## config.mk

```make
export PLATFORM = sky130hd
export DESIGN_NAME = bsp_ctrl
export DESIGN_NICKNAME = d
export VERILOG_FILES = /design/src/rtl/bsp_pkg.sv /design/src/rtl/bsp_strap_decode.sv /design/src/rtl/bsp_sync2.sv /design/src/rtl/bsp_ctrl.sv
export SDC_FILE = /design/constraint.sdc
export NUM_CORES = 1
export LEC_CHECK = 0
export ABC_AREA = 1
export BUFFER_PORTS_ARGS = -buffer_cell sky130_fd_sc_hd__buf_2
export CELL_PAD_IN_SITES_DETAIL_PLACEMENT = 0
export CELL_PAD_IN_SITES_GLOBAL_PLACEMENT = 2
export CORE_MARGIN = 1
export CORE_UTILIZATION = 30
export DETAILED_ROUTE_END_ITERATION = 16
export PLACE_DENSITY = 0.94
export SKIP_CTS_REPAIR_TIMING = 1
export SLEW_MARGIN = 20
export SYNTH_ARGS = -nofsm -noshare
export SYNTH_HDL_FRONTEND = slang
export SYNTH_SLANG_ARGS = --single-unit
```

## constraint.sdc

```tcl
create_clock -name ref_clk_i -period 4.9 [get_ports ref_clk_i]
set_input_delay 0.245 -clock ref_clk_i [delete_from_list [all_inputs] [get_ports ref_clk_i]]
set_output_delay 0.245 -clock ref_clk_i [all_outputs]
set_load 0.02 [all_outputs]
```

## src/rtl/bsp_pkg.sv

```systemverilog
// Shared constants for the boot strap and power state controller
package bsp_pkg;

    // Divider ratio is presented as hundredths (0..100)
    localparam int unsigned RATIO_W = 7;

    // Dead battery modes
    typedef enum logic [2:0] {
        DB_NO_RESPONSE  = 3'h0,
        DB_WAIT_SUP_INT = 3'h1,
        DB_WAIT_SUP_EXT = 3'h2,
        DB_HOST_WAIT_INT = 3'h3,
        DB_HOST_WAIT_EXT = 3'h4,
        DB_NO_WAIT      = 3'h5,
        DB_INVALID      = 3'h7
    } bsp_db_mode_t;

    // Fallback default configurations
    typedef enum logic [2:0] {
        DEF_SAFE     = 3'h0,
        DEF_INF_WAIT = 3'h1,
        DEF_ONE      = 3'h2,
        DEF_TWO      = 3'h3,
        DEF_THREE    = 3'h4,
        DEF_FOUR     = 3'h5,
        DEF_FIVE     = 3'h6,
        DEF_RESERVED = 3'h7
    } bsp_def_cfg_t;

    // Run-time power states
    typedef enum logic [1:0] {
        PS_ACTIVE = 2'h0,
        PS_IDLE   = 2'h1,
        PS_SLEEP  = 2'h2
    } bsp_pwr_t;

    // Core clock selector codes
    localparam logic [1:0] CLK_12M  = 2'h0;
    localparam logic [1:0] CLK_IDLE = 2'h1;
    localparam logic [1:0] CLK_100K = 2'h2;

    // Port role codes for default profiles
    localparam logic [1:0] ROLE_OFF = 2'h0;
    localparam logic [1:0] ROLE_DFP = 2'h1;
    localparam logic [1:0] ROLE_UFP = 2'h2;

    // Voltages in volts, currents in tenths of amps
    localparam logic [4:0] V_5   = 5'h05;
    localparam logic [4:0] V_20  = 5'h14;
    localparam logic [4:0] I_0P9 = 5'h09;
    localparam logic [4:0] I_3P0 = 5'h1E;

    // Boot timing: settle time before sampling straps, in ns
    localparam int unsigned STRAP_SETTLE_NS = 1000;
    localparam int unsigned CLK_PERIOD_NS   = 25;
    localparam int unsigned STRAP_SETTLE_CYC =
        (STRAP_SETTLE_NS + CLK_PERIOD_NS - 1) / CLK_PERIOD_NS;

endpackage

```

## src/rtl/bsp_strap_decode.sv

```systemverilog
// Strap level plus divider band decoder
`timescale 1ns/1ps
`default_nettype none
module bsp_strap_decode (
    // Strap inputs
    input  wire logic [6:0]          ratio_i,
    input  wire logic                miso_strap_i,
    // Decoded selection
    output var bsp_pkg::bsp_db_mode_t mode_o,
    output var bsp_pkg::bsp_def_cfg_t def_o
);
    // Band index: tens digit, gaps (x.x9) read as invalid
    wire logic [3:0] band_w  = 4'(ratio_i / 7'd10);
    wire logic       gap_w   = (ratio_i % 7'd10) == 7'd9;
    wire logic       full_w  = ratio_i == 7'd100;

    // Band lookup; ratio exactly 1.00 joins the top band
    always_comb begin
        mode_o = bsp_pkg::DB_INVALID;
        def_o  = bsp_pkg::DEF_SAFE;
        if (full_w || (!gap_w && ratio_i < 7'd100)) begin
            if (miso_strap_i) begin
                case (full_w ? 4'h9 : band_w)
                    4'h0, 4'h1: mode_o = bsp_pkg::DB_NO_RESPONSE;
                    4'h2: mode_o = bsp_pkg::DB_WAIT_SUP_INT;
                    4'h3: begin
                        mode_o = bsp_pkg::DB_HOST_WAIT_INT;
                        def_o  = bsp_pkg::DEF_INF_WAIT;
                    end
                    4'h4: mode_o = bsp_pkg::DB_WAIT_SUP_EXT;
                    4'h5: begin
                        mode_o = bsp_pkg::DB_HOST_WAIT_EXT;
                        def_o  = bsp_pkg::DEF_INF_WAIT;
                    end
                    default: mode_o = bsp_pkg::DB_NO_WAIT;
                endcase
            end else begin
                case (full_w ? 4'h9 : band_w)
                    4'h1: begin
                        mode_o = bsp_pkg::DB_NO_RESPONSE;
                        def_o  = bsp_pkg::DEF_ONE;
                    end
                    4'h2: begin
                        mode_o = bsp_pkg::DB_NO_WAIT;
                        def_o  = bsp_pkg::DEF_TWO;
                    end
                    4'h3: begin
                        mode_o = bsp_pkg::DB_HOST_WAIT_INT;
                        def_o  = bsp_pkg::DEF_INF_WAIT;
                    end
                    4'h4: begin
                        mode_o = bsp_pkg::DB_NO_WAIT;
                        def_o  = bsp_pkg::DEF_THREE;
                    end
                    4'h5: begin
                        mode_o = bsp_pkg::DB_HOST_WAIT_EXT;
                        def_o  = bsp_pkg::DEF_INF_WAIT;
                    end
                    4'h6: begin
                        mode_o = bsp_pkg::DB_NO_WAIT;
                        def_o  = bsp_pkg::DEF_FOUR;
                    end
                    4'h7: begin
                        mode_o = bsp_pkg::DB_NO_WAIT;
                        def_o  = bsp_pkg::DEF_RESERVED;
                    end
                    4'h8: begin
                        mode_o = bsp_pkg::DB_NO_RESPONSE;
                        def_o  = bsp_pkg::DEF_RESERVED;
                    end
                    4'h9: begin
                        mode_o = bsp_pkg::DB_NO_WAIT;
                        def_o  = bsp_pkg::DEF_FIVE;
                    end
                    default: mode_o = bsp_pkg::DB_INVALID;
                endcase
            end
        end
    end
endmodule
`default_nettype wire

```

## src/rtl/bsp_sync2.sv

```systemverilog
// Two flip-flop synchroniser for a bus of levels
`timescale 1ns/1ps
`default_nettype none
module bsp_sync2 #(
    parameter int unsigned W = 1
) (
    // Clock and reset
    input  wire logic         ref_clk_i,
    input  wire logic         rst_i,
    // Levels
    input  wire logic [W-1:0] d_i,
    output logic [W-1:0]      q_o
);
    // Elaboration check on the width
    if (W < 1) begin : g_bad_w
        $error("W must be at least one");
    end

    logic [W-1:0] meta_q;

    // First stage is read only by the second
    always_ff @(posedge ref_clk_i) begin
        if (rst_i) begin
            meta_q <= '0;
            q_o    <= '0;
        end else begin
            meta_q <= d_i;
            q_o    <= meta_q;
        end
    end
endmodule
`default_nettype wire

```

## src/rtl/bsp_ctrl.sv

```systemverilog
// Boot strap decoder and power state controller top level
`timescale 1ns/1ps
`default_nettype none
module bsp_ctrl #(
    parameter int unsigned SETTLE_CYC = bsp_pkg::STRAP_SETTLE_CYC
) (
    // Clock and reset
    input  wire logic       ref_clk_i,
    input  wire logic       rst_i,
    // Straps and supplies (asynchronous pins)
    input  wire logic       miso_strap_i,
    input  wire logic [6:0] boot_divider_strap_i,
    input  wire logic       main_supply_input_i,
    input  wire logic       vbus_pwr_port_one_i,
    input  wire logic       vbus_pwr_port_two_i,
    // Configuration loader handshake
    output logic            cfg_load_req_o,
    input  wire logic       cfg_load_done_i,
    input  wire logic       cfg_load_ok_i,
    input  wire logic [1:0] cfg_loaded_sw_i,
    input  wire logic       cfg_loaded_ext_i,
    // Power state requests and events
    input  wire logic       idle_req_i,
    input  wire logic       sleep_req_i,
    input  wire logic       connected_i,
    input  wire logic       attach_evt_i,
    input  wire logic       pd_msg_evt_i,
    input  wire logic       i2c_evt_i,
    // Boot status
    output logic [2:0]      dead_batt_mode_o,
    output logic [2:0]      default_cfg_o,
    output logic            boot_done_o,
    output logic            using_default_o,
    // Power path
    output logic [1:0]      int_switch_en_o,
    output logic [1:0]      ext_switch_en_o,
    output logic            ext_path_ctrl_port_one_o,
    output logic            ext_path_ctrl_port_two_o,
    output logic            sink_only_o,
    // Default profile
    output logic [1:0]      port_role_o,
    output logic [4:0]      sink_vmin_o,
    output logic [4:0]      sink_vmax_o,
    output logic [4:0]      sink_imin_o,
    output logic [4:0]      sink_imax_o,
    output logic [4:0]      src_volt_o,
    output logic [4:0]      src_curr_o,
    output logic            alt_modes_en_o,
    // Power state outputs
    output logic [1:0]      pwr_state_o,
    output logic [1:0]      core_clk_sel_o,
    output logic            osc_24m_en_o,
    output logic            osc_100k_en_o,
    output logic            pd_en_o,
    output logic            i2c_en_o,
    output logic            spi_en_o,
    output logic            pd_msg_accept_o
);
    // Elaboration check on the settle count
    if (SETTLE_CYC < 1 || SETTLE_CYC > 4096) begin : g_bad_settle
        $error("SETTLE_CYC out of range");
    end

    // Boot states
    typedef enum logic [2:0] {
        BS_SETTLE = 3'h0,
        BS_SAMPLE = 3'h1,
        BS_HOLD   = 3'h2,
        BS_LOAD   = 3'h3,
        BS_WAITLD = 3'h4,
        BS_RUN    = 3'h5,
        BS_WAIT   = 3'h6
    } bsp_boot_t;

    // Synchronised pins; the ratio word is static while straps settle, so no gray code
    logic [10:0] sync_w;
    bsp_sync2 #(.W(11)) u_sync (
        .ref_clk_i (ref_clk_i),
        .rst_i     (rst_i),
        .d_i       ({miso_strap_i, boot_divider_strap_i, main_supply_input_i,
                     vbus_pwr_port_two_i, vbus_pwr_port_one_i}),
        .q_o       (sync_w)
    );
    wire logic       strap_s  = sync_w[10];
    wire logic [6:0] ratio_s  = sync_w[9:3];
    wire logic       supply_s = sync_w[2];
    // Bit 0 is port one, matching the per-port switch vectors
    wire logic [1:0] vbus_s   = sync_w[1:0];

    // Combinational decode of the live straps
    bsp_pkg::bsp_db_mode_t mode_w;
    bsp_pkg::bsp_def_cfg_t def_w;
    bsp_strap_decode u_dec (
        .ratio_i      (ratio_s),
        .miso_strap_i (strap_s),
        .mode_o       (mode_w),
        .def_o        (def_w)
    );

    // Boot registers
    bsp_boot_t             boot_q, boot_d;
    bsp_pkg::bsp_db_mode_t mode_q;
    bsp_pkg::bsp_def_cfg_t def_q;
    logic [12:0]           cnt_q;
    logic                  loaded_q;
    logic [1:0]            ld_sw_q;
    logic                  ld_ext_q;
    logic [1:0]            rx_port_q;

    // Derived mode classes
    wire logic m_noresp = mode_q == bsp_pkg::DB_NO_RESPONSE || mode_q == bsp_pkg::DB_INVALID;
    wire logic m_wsup   = mode_q == bsp_pkg::DB_WAIT_SUP_INT || mode_q == bsp_pkg::DB_WAIT_SUP_EXT;
    wire logic m_host   = mode_q == bsp_pkg::DB_HOST_WAIT_INT || mode_q == bsp_pkg::DB_HOST_WAIT_EXT;
    wire logic m_ext    = mode_q == bsp_pkg::DB_WAIT_SUP_EXT || mode_q == bsp_pkg::DB_HOST_WAIT_EXT;
    wire logic on_vbus  = !supply_s;
    // Endless retry when host-wait, or infinite-wait default is strapped
    wire logic retry_w  = m_host || def_q == bsp_pkg::DEF_INF_WAIT;

    // Boot sequence next state
    always_comb begin
        boot_d = boot_q;
        case (boot_q)
            BS_SETTLE: if (cnt_q == 13'(SETTLE_CYC - 1)) boot_d = BS_SAMPLE;
            BS_SAMPLE: boot_d = BS_HOLD;
            BS_HOLD: begin
                // No-response and wait-supply hold while off the main supply
                if (!(on_vbus && (m_noresp || m_wsup))) boot_d = BS_LOAD;
            end
            BS_LOAD: boot_d = BS_WAITLD;
            BS_WAITLD: begin
                if (cfg_load_done_i) begin
                    if (cfg_load_ok_i) boot_d = BS_RUN;
                    else if (retry_w) boot_d = BS_LOAD;
                    else boot_d = BS_RUN;
                end
            end
            BS_RUN: boot_d = BS_RUN;
            default: boot_d = BS_SETTLE;
        endcase
    end

    // Boot registers; straps captured only in the sample state
    always_ff @(posedge ref_clk_i) begin
        if (rst_i) begin
            boot_q    <= BS_SETTLE;
            cnt_q     <= 13'h0000;
            mode_q    <= bsp_pkg::DB_NO_RESPONSE;
            def_q     <= bsp_pkg::DEF_SAFE;
            loaded_q  <= 1'b0;
            ld_sw_q   <= 2'h0;
            ld_ext_q  <= 1'b0;
            rx_port_q <= 2'h0;
        end else begin
            boot_q <= boot_d;
            cnt_q  <= (boot_q == BS_SETTLE) ? cnt_q + 13'h0001 : 13'h0000;
            if (boot_q == BS_SAMPLE) begin
                mode_q    <= mode_w;
                def_q     <= def_w;
                rx_port_q <= vbus_s[0] ? 2'h1 : (vbus_s[1] ? 2'h2 : 2'h0);
            end
            if (boot_q == BS_WAITLD && cfg_load_done_i && cfg_load_ok_i) begin
                loaded_q <= 1'b1;
                ld_sw_q  <= cfg_loaded_sw_i;
                ld_ext_q <= cfg_loaded_ext_i;
            end
        end
    end

    // Power switch selection
    wire logic past_sample = boot_q != BS_SETTLE && boot_q != BS_SAMPLE;
    wire logic early_close = past_sample && on_vbus && (m_wsup || m_host);
    wire logic [1:0] early_w = early_close ? rx_port_q : 2'h0;
    wire logic [1:0] cfg_sw_w = (loaded_q && boot_q == BS_RUN) ? ld_sw_q : 2'h0;
    wire logic def_run = boot_q == BS_RUN && !loaded_q;
    wire logic def_ext = def_q == bsp_pkg::DEF_FOUR || def_q == bsp_pkg::DEF_FIVE;
    wire logic def_int_on = def_run && (def_q == bsp_pkg::DEF_ONE || def_q == bsp_pkg::DEF_TWO
                             || def_q == bsp_pkg::DEF_THREE);
    wire logic safe_sink = def_run && def_q == bsp_pkg::DEF_SAFE && on_vbus;
    wire logic [1:0] safe_w = safe_sink ? rx_port_q : 2'h0;
    wire logic [1:0] def_int_w = def_int_on ? 2'h3 : 2'h0;
    wire logic [1:0] def_ext_w = (def_run && def_ext) ? 2'h3 : 2'h0;

    // Switch outputs; no-response on bus power (main supply absent) keeps all open
    always_comb begin
        int_switch_en_o = 2'h0;
        ext_switch_en_o = 2'h0;
        if (!(m_noresp && on_vbus)) begin
            int_switch_en_o = (m_ext ? 2'h0 : early_w) | (ld_ext_q ? 2'h0 : cfg_sw_w) | def_int_w | safe_w;
            ext_switch_en_o = (m_ext ? early_w : 2'h0) | (ld_ext_q ? cfg_sw_w : 2'h0) | def_ext_w;
        end
    end
    assign ext_path_ctrl_port_one_o = ext_switch_en_o[0];
    assign ext_path_ctrl_port_two_o = ext_switch_en_o[1];
    assign sink_only_o = on_vbus;

    // Boot status
    assign cfg_load_req_o   = boot_q == BS_LOAD;
    assign dead_batt_mode_o = mode_q;
    assign default_cfg_o    = def_q;
    assign boot_done_o      = boot_q == BS_RUN;
    assign using_default_o  = def_run;

    // Default profile table
    always_comb begin
        port_role_o    = bsp_pkg::ROLE_OFF;
        sink_vmin_o    = 5'h00;
        sink_vmax_o    = 5'h00;
        sink_imin_o    = 5'h00;
        sink_imax_o    = 5'h00;
        src_volt_o     = 5'h00;
        src_curr_o     = 5'h00;
        alt_modes_en_o = 1'b0;  // Every default disables alternate modes
        if (def_run) begin
            case (def_q)
                bsp_pkg::DEF_SAFE: if (on_vbus) begin
                    port_role_o = bsp_pkg::ROLE_UFP;
                    sink_vmin_o = bsp_pkg::V_5;
                    sink_vmax_o = bsp_pkg::V_5;
                end
                bsp_pkg::DEF_ONE: begin
                    port_role_o = bsp_pkg::ROLE_DFP;
                    src_volt_o  = bsp_pkg::V_5;
                    src_curr_o  = bsp_pkg::I_3P0;
                end
                bsp_pkg::DEF_TWO, bsp_pkg::DEF_THREE,
                bsp_pkg::DEF_FOUR, bsp_pkg::DEF_FIVE: begin
                    port_role_o = bsp_pkg::ROLE_UFP;
                    sink_vmin_o = bsp_pkg::V_5;
                    sink_vmax_o = (def_q == bsp_pkg::DEF_THREE || def_q == bsp_pkg::DEF_FIVE)
                                  ? bsp_pkg::V_20 : bsp_pkg::V_5;
                    sink_imin_o = bsp_pkg::I_0P9;
                    sink_imax_o = bsp_pkg::I_3P0;
                    src_volt_o  = def_ext ? bsp_pkg::V_5 : 5'h00;
                    src_curr_o  = def_ext ? bsp_pkg::I_3P0 : 5'h00;
                end
                default: port_role_o = bsp_pkg::ROLE_OFF;
            endcase
        end
        // Bus-derived regulator strips any source capability
        if (on_vbus) begin
            src_volt_o = 5'h00;
            src_curr_o = 5'h00;
            if (port_role_o == bsp_pkg::ROLE_DFP) port_role_o = bsp_pkg::ROLE_OFF;
        end
    end

    // Power state machine
    bsp_pkg::bsp_pwr_t ps_q, ps_d;
    logic              drop_q;
    wire logic wake_idle  = attach_evt_i || pd_msg_evt_i || i2c_evt_i;
    wire logic wake_sleep = attach_evt_i || i2c_evt_i;

    always_comb begin
        ps_d = ps_q;
        case (ps_q)
            bsp_pkg::PS_ACTIVE: begin
                if (sleep_req_i && !connected_i) ps_d = bsp_pkg::PS_SLEEP;
                else if (idle_req_i) ps_d = bsp_pkg::PS_IDLE;
            end
            bsp_pkg::PS_IDLE: begin
                if (wake_idle) ps_d = bsp_pkg::PS_ACTIVE;
                else if (sleep_req_i && !connected_i) ps_d = bsp_pkg::PS_SLEEP;
            end
            bsp_pkg::PS_SLEEP: begin
                if (wake_sleep || connected_i) ps_d = bsp_pkg::PS_ACTIVE;
            end
            default: ps_d = bsp_pkg::PS_ACTIVE;
        endcase
    end

    // State register and discard flag for the waking message
    always_ff @(posedge ref_clk_i) begin
        if (rst_i) begin
            ps_q   <= bsp_pkg::PS_ACTIVE;
            drop_q <= 1'b0;
        end else begin
            ps_q   <= (boot_q == BS_RUN) ? ps_d : bsp_pkg::PS_ACTIVE;
            drop_q <= ps_q == bsp_pkg::PS_IDLE && pd_msg_evt_i;
        end
    end

    // Per-state clocks and feature gating
    assign pwr_state_o     = ps_q;
    assign core_clk_sel_o  = ps_q == bsp_pkg::PS_ACTIVE ? bsp_pkg::CLK_12M :
                             (ps_q == bsp_pkg::PS_IDLE ? bsp_pkg::CLK_IDLE : bsp_pkg::CLK_100K);
    assign osc_24m_en_o    = ps_q != bsp_pkg::PS_SLEEP;
    assign osc_100k_en_o   = 1'b1;
    assign pd_en_o         = ps_q == bsp_pkg::PS_ACTIVE;
    assign spi_en_o        = ps_q == bsp_pkg::PS_ACTIVE;
    assign i2c_en_o        = ps_q != bsp_pkg::PS_SLEEP;
    // Message that caused the wake is not passed on
    assign pd_msg_accept_o = pd_en_o && pd_msg_evt_i && !drop_q && ps_q == bsp_pkg::PS_ACTIVE;
endmodule
`default_nettype wire

```

==> summary.md, run 1 <==
| Metric | Value |
|---|---|
| # DRC | 0 |
| Clock skew | 0.00818 ns |
| Post-route minimum period | 2.70 ns |
| Worst Path Required | 5.11 ns |
| Flops & latches, synth | 53 |
| H-tree depth | 2 |
| First-pass GRT wire length | 10,400 um |
| Syn_area_per_cell | 6.62 sq um |
| Final setup TNS | 0 ns |
| Die X-Extent | 103 um |
| Worst path top cell family by delay | simple AND/OR/NAND/NOR gates |
| Period utilization | 0.551 |
| Switching Share | 0.283 |
| Mapped Cells | 461 |
| Drt wl/cell | 9.71 um |
| Pre-CTS setup slack | 2.21 ns |
| Met2 wire len | 2700 um |
| DR vias | 2,773 |
| Placer Congestion | 0.847 |
| Commonest cells after routing, fill and taps aside | inv_1, nor2_1, nand2_1, buf_2, dfxtp_1 |
| Total track usage | 0.123 |
| Buf/Inv on CP | 4 |
| Slowest CP cell | dfxtp_1 |
| Sw Pwr | 0.000230 W |
| Die area | 10,600 sq um |
| Fin. max-slew vios | 0 |
| Vias in the first global route | 2,390 |
| Clk pwr share | 0.311 |
| Die Height | 103 um |
| Max-Cap Viols | 0 |
| Post-synthesis sequential area ratio | 0.348 |
| Initial DRT Pass Iterations | 4 |
| Worst-margin pin slew | 0.655 ns |
| Area grow syn2layout | 12.9% |
| Final nets | 538 |
| Power Density | 236 nW/um^2 |
| Post-Route WL | 6270 um |
| Port buffer count | 67 |
| Part of the power in combinational logic | 0.139 |
| Core Area | 9820 sq um |
| Cell-internal power | 0.000582 W |
| TritonCTS Sinks | 53 |
| Antenna violations before repair | 0 |
| Root Buffer | clkbuf_8 |
| Synthesis warning total | 0 |
| Post-Route M1 WL | 3230 um |
| Met3 wire len | 279 um |
| Highest routing layer actually used | met4 |
| Hold violation count in the final report | 0 |
| Io pins | 83 |
| Seq pwr share | 0.550 |
| CP Capture Type | flop |
| Yosys cell types | 37 |
| CTS Buf Count | 5 |
| CTS tree | built |
| Worst VDD drop | 0.118 mV |
| Iter 0 DRT Violations | 71 |
| Clk_lat worst skew | 0.31 ns |
| Overflow after GRT | 0 |
| Rel. slew slack | 0.559 |
| Drt via density | 4.29 |
| Startpoint types | flop |
| Setup ws final | 2.20 ns |
| Worst min path class | in2reg |
| RSZ-0062 raised after global routing | false |
| Status | complete, no violations |
| CP Class | reg2reg |
| Worst-path cell chain | inv_2 -> nand2_1 -> nand2_1 -> nand2_2 -> nand2_2 -> nand2_1 -> nand2_2 -> clkinv_1 -> nand2_2 -> nand2_2 -> nand2_1 -> nand2_2 -> inv_2 -> ha_1 -> nand3_1 -> a21oi_1 -> o211ai_1 -> a21oi_1 -> nor2_1 -> nand2_1 -> nand3_1 -> nand2_1 -> inv_1 |
| CP max FO | 6 |
| Starting Density | 0.311 |
| Rows | 36 |
| Clock transition at path regs | 0.10 ns |
| Number of setup violations in the final report | 0 |
| Leak | 1.65 nW |
| Clk buf depth | 2 |
| DP HPWL | 4970 um |
| # diodes | 0 |
| Post-synthesis cell area | 3050 sq um |
| Largest net degree at the start of global routing | 35 |
| Achievable frequency | 371 MHz |
| Worst EP arrival | 2.91 ns |
| Fraction of layout cells with a size suffix above 1 | 0.195 |
| CP max stage delay | 0.48 ns |
| Most common cell after layout, fill and taps aside | inv_1 |
| Routed Antenna Nets | 0 |
## kinds of logic (layout without fill, tap and decap cells)
family                   after synthesis  in the layout  synth area share
AO/OA/AOI/OAI                         77             77             0.148
other                                  2             15           0.00246
adder cells (fa/ha/maj)                2              2           0.00820
flip-flops                            53             53             0.348
buffers and inverters                123            162             0.189
AND/OR/NAND/NOR                      204            204             0.304
## power by group through the flow
stage	clock [W]	combinational [W]	sequential (W)
2_1_floorplan	0	0.0000987	0.000455
3_3_place_gp	0	0.000112	0.000457
3_5_place_dp	0	0.000113	0.000457
4_1_cts	0.000270	0.000114	0.000447
5_1_grt	0.000288	0.000130	0.000449
6_report	0.000253	0.000113	0.000447
## path summary, 6_finish.rpt
check,from,endpoint,slack (ns),cells past startpoint
max,u_sync.q_o[9],default_cfg_o[0],2.20,23
min,boot_divider_strap_i[6],u_sync.meta_q[9],0.13,3
max reg2reg,u_sync.q_o[9],default_cfg_o[0],2.20,23
min reg2reg,u_sync.meta_q[5],u_sync.q_o[5],0.41,2
## stage by stage
step / std cells / util / hold slack [ns] / power [W] / cell area, sq um
after floorplan: 474 / - / 0.352 / 0.000554 / 3100
after global placement: 638 / 0.341 / 0.391 / 0.000569 / 3350
after detailed placement: 638 / 0.341 / 0.393 / 0.000571 / 3350
after CTS: 646 / 0.351 / 0.107 / 0.000830 / 3440
after global routing: 646 / 0.351 / 0.102 / 0.000867 / 3440
final: 646 / 0.351 / 0.127 / 0.000813 / 3440
## synthesized netlist by cell type (all sizes together)
library cell | count | share of area
o41ai | 1 | 0.0029
buf | 31 | 0.076
nor3 | 9 | 0.015
a21oi | 38 | 0.071
dfxtp | 53 | 0.35
o211ai | 1 | 0.0025
nor2 | 72 | 0.094
a31oi | 4 | 0.0082
a211oi | 2 | 0.0049
nand2 | 78 | 0.11
nand3 | 30 | 0.053
nand3b | 2 | 0.0090
inv | 86 | 0.11
a221o | 1 | 0.0033
nor3b | 1 | 0.0025
nand4 | 5 | 0.010
nor4 | 7 | 0.014
o21a | 1 | 0.0025
o2111ai | 1 | 0.0029
o311ai | 1 | 0.0029
o21ai | 26 | 0.044
clkinv | 1 | 0.0012
ha | 2 | 0.0082
clkbuf | 5 | 0.0062
conb | 2 | 0.0025
a311oi | 1 | 0.0029
## flip-flops by register name, summed over array words and instances, names as in the netlist
| register | count |
|---|---|
| cnt_q | 13 |
| u_sync.meta_q | 11 |
| u_sync.q_o | 11 |
| boot_q | 3 |
| dead_batt_mode_o | 3 |
| default_cfg_o | 3 |
| ld_sw_q | 2 |
| pwr_state_o | 2 |
| rx_port_q | 2 |
| drop_q | 1 |
| ld_ext_q | 1 |
| loaded_q | 1 |
## cell type report
type / instances / area (sq um)
Timing Repair Buffer: 67 / 335
Tap cell: 133 / 166
Multi-Input combinational cell: 298 / 1460
Sequential cell: 53 / 1060
Fill cell: 1072 / 6380
Inverter: 87 / 327
Clock buffer: 5 / 68.8
Clock inverter: 3 / 25.0
## worst register-to-register path, cell delays in order, from the launching register on
cell and delay [ns]:
dfxtp_1 0.48, inv_2 0.07, nand2_1 0.10, nand2_1 0.07, nand2_2 0.11, nand2_2 0.09
nand2_1 0.09, nand2_2 0.06, clkinv_1 0.05, nand2_2 0.05, nand2_2 0.09, nand2_1 0.07
nand2_2 0.09, inv_2 0.04, ha_1 0.27, nand3_1 0.07, a21oi_1 0.12, o211ai_1 0.09
a21oi_1 0.26, nor2_1 0.11, nand2_1 0.07, nand3_1 0.06, nand2_1 0.06, inv_1 0.04
## metal layers
metal  up-vias  GRT usage
li1       1518          -
met1      1181      0.165
met2        69      0.203
met3         5     0.0231
met4         0     0.0358
met5         -          0
No activity file was read; power rests on OpenSTA's default activity.
==> inputs of run 2 (changes only) <==
Settings changed: CORE_UTILIZATION 30 to 28, PLACE_DENSITY 0.94 to 0.9.
Clock period 4.9 ns to 2.49 ns, I/O delays scaled along.
==> run 2 against run 1 <==
  * Clock skew decreased by 0.0014 ns
  * Global-route usage decreased by 0.19 points
  * Register-to-register slack got worse by 2.2 ns
  * Sequential cell count unchanged
  * Design area increased by 6.5%
  * Critical path type unchanged
  * Largest power group unchanged
  * Highest routed layer unchanged
==> summary.md, run 2 (synthesis results as in run 1) <==
| Metric | Value |
|---|---|
| Clk_lat worst skew | 0.31 ns |
| Commonest cells after routing, fill and taps aside | inv_1, buf_2, nor2_1 |
| TritonCTS Sinks | 53 |
| Routed Antenna Nets | 0 |
| Initial DRT Pass Iterations | 4 |
| Worst reg2reg endpoint | dead_batt_mode_o[0] |
| Achievable frequency | 403 MHz |
| R2r setup slk | 0.009 ns |
| Total track usage | 0.121 |
| Antenna violations before repair | 0 |
| CP max FO | 5 |
| R2r worst-path depth | 24 |
| # diodes | 0 |
| Worst EP arrival | 2.69 ns |
| Drt via density | 4.35 |
| H-tree depth | 2 |
| First-pass GRT wire length | 11,100 um |
| Clk pwr share | 0.311 |
| Iter 0 DRT Violations | 72 |
| Hold Path End | u_sync.meta_q[3] |
| Setup ws final | 0.00905 ns |
| Largest net degree at the start of global routing | 30 |
| Io pins | 83 |
| Pre-CTS setup slack | -0.0903 ns |
| Fill cell count | 1,159 |
| Core Area | 10,500 sq um |
| CP Capture Type | flop |
| Hold Path Depth | 3 |
| Post-route minimum period | 2.48 ns |
| Worst-margin pin slew | 0.647 ns |
| Overflow after GRT | 0 |
| Clock transition at path regs | 0.11 ns |
| RSZ-0062 raised after global routing | true |
| Max-Cap Viols | 0 |
| DR vias | 2,904 |
| Placer Congestion | 0.815 |
| Vias in the first global route | 2,563 |
| Max reg flops | 13 |
| Worst VDD drop | 0.286 mV |
| Die X-Extent | 106 um |
| Drt wl/cell | 9.88 um |
| Part of the power in combinational logic | 0.157 |
| Number of setup violations in the final report | 0 |
| Biggest register | cnt_q |
| Area grow syn2layout | 20.2% |
| Worst min path class | in2reg |
| Switching Share | 0.290 |
| Clk buf depth | 2 |
| Starting Density | 0.292 |
| Hold Crit Start | boot_divider_strap_i[0] |
| CTS Buf Count | 5 |
| Die Height | 106 um |
| Startpoint types | flop |
| Cell-internal power | 0.00117 W |
| CP Class | reg2reg |
| Worst Path Required | 2.70 ns |
| CTS tree | built |
| Final nets | 556 |
| Clock skew | 0.00674 ns |
| Port buffer count | 67 |
| Overall Power | 0.00165 W |
| Rel. slew slack | 0.565 |
| Die area | 11,300 sq um |
| Most common cell after layout, fill and taps aside | inv_1 |
| Power Density | 450 nW/um^2 |
| # DRC | 0 |
| Root Buffer | clkbuf_8 |
| Final setup TNS | 0 ns |
| Post-Route WL | 6590 um |
| Worst r2r src | u_sync.q_o[7] |
| Period utilization | 0.996 |
| Biggest regs | cnt_q x13, u_sync.meta_q x11, u_sync.q_o x11 |
| Leak | 1.74 nW |
| Seq pwr share | 0.532 |
| Rows | 37 |
| Fin. max-slew vios | 0 |
| Sw Pwr | 0.000479 W |
| DP HPWL | 5210 um |
| Hold violation count in the final report | 0 |
| Final Util | 0.350 |
| Status | complete, no violations |
| Fraction of layout cells with a size suffix above 1 | 0.258 |
==> run 2: cell types whose count changed in the layout (fill, tap and decap cells not counted), moves of 2 or more <==
cell	change
a21oi_1	-4
a21oi_2	+4
buf_4	+14
dfxtp_1	-3
dfxtp_2	+2
dlygate4sd3_1	+4
inv_1	-2
inv_2	+3
nand2_1	-5
nand2_2	+5
nor2_1	-5
nor2_2	+4
==> run 2: final cells by class <==
class	instances	area, sq um	area share
clock inverters	3	25.0	0.00683
clock buffers	5	68.8	0.0188
multi-input cells	298	1530	0.417
inverters	87	327	0.0891
flip-flops and latches	53	1070	0.291
repair buffers	85	480	0.131
well taps	136	170	0.0464
==> run 2: power groups by stage <==
stage          sequential [W]  combinational (W)  clock [W]
2_1_floorplan        0.000896           0.000194          0
3_3_place_gp         0.000898           0.000236          0
3_5_place_dp         0.000899           0.000237          0
4_1_cts              0.000879           0.000238   0.000547
5_1_grt              0.000882           0.000296   0.000574
6_report             0.000879           0.000260   0.000513
==> run 2: routing by layer <==
layer,track usage,share of wire,vias to the layer above,routed length [um]
met4,0.0417,0.0091,0,60
met1,0.159,0.51,1283,3340
met5,0,0,-,0
met3,0.0282,0.032,2,208
met2,0.194,0.45,62,2980
li1,-,-,1557,-
==> run 2: worst max path at each step <==
stage          depth (start not counted)          start  slack, ns             endpoint
6_report                              24  u_sync.q_o[7]      0.009  dead_batt_mode_o[0]
3_3_place_gp                          23  u_sync.q_o[9]      -0.02     default_cfg_o[0]
4_1_cts                               24  u_sync.q_o[9]      -0.10  dead_batt_mode_o[0]
2_1_floorplan                          8      boot_q[1]       0.02        src_curr_o[2]
3_5_place_dp                          24  u_sync.q_o[9]      -0.09  dead_batt_mode_o[0]
5_1_grt                               21  u_sync.q_o[7]      -0.20     default_cfg_o[0]
==> run 2: through the flow <==
stage	cells	instance area, sq um	hold WS, ns
CTS	660	3530	-0.0184
global route	667	3670	0.000739
global placement	652	3440	0.324
finish	667	3670	0.00258
floorplan	474	3100	0.231
detailed placement	652	3440	0.331
==> run 2: worst max-delay path, cell delays in order (launching register included) <==
cell,delay (ns)
dfxtp_2,0.37
inv_2,0.06
a21oi_4,0.17
nand2_2,0.11
nand2_2,0.11
nand2_2,0.05
nand2_2,0.07
inv_2,0.04
nand2_2,0.07
nand2_2,0.06
nand2_2,0.06
nand2_2,0.05
inv_2,0.08
ha_4,0.13
inv_2,0.04
nand3_2,0.06
nand2_2,0.07
a21oi_4,0.18
nand4_1,0.17
nand2_1,0.12
nor2_2,0.05
nand2_1,0.06
nand2_2,0.07
a21oi_2,0.10
nor2_1,0.05
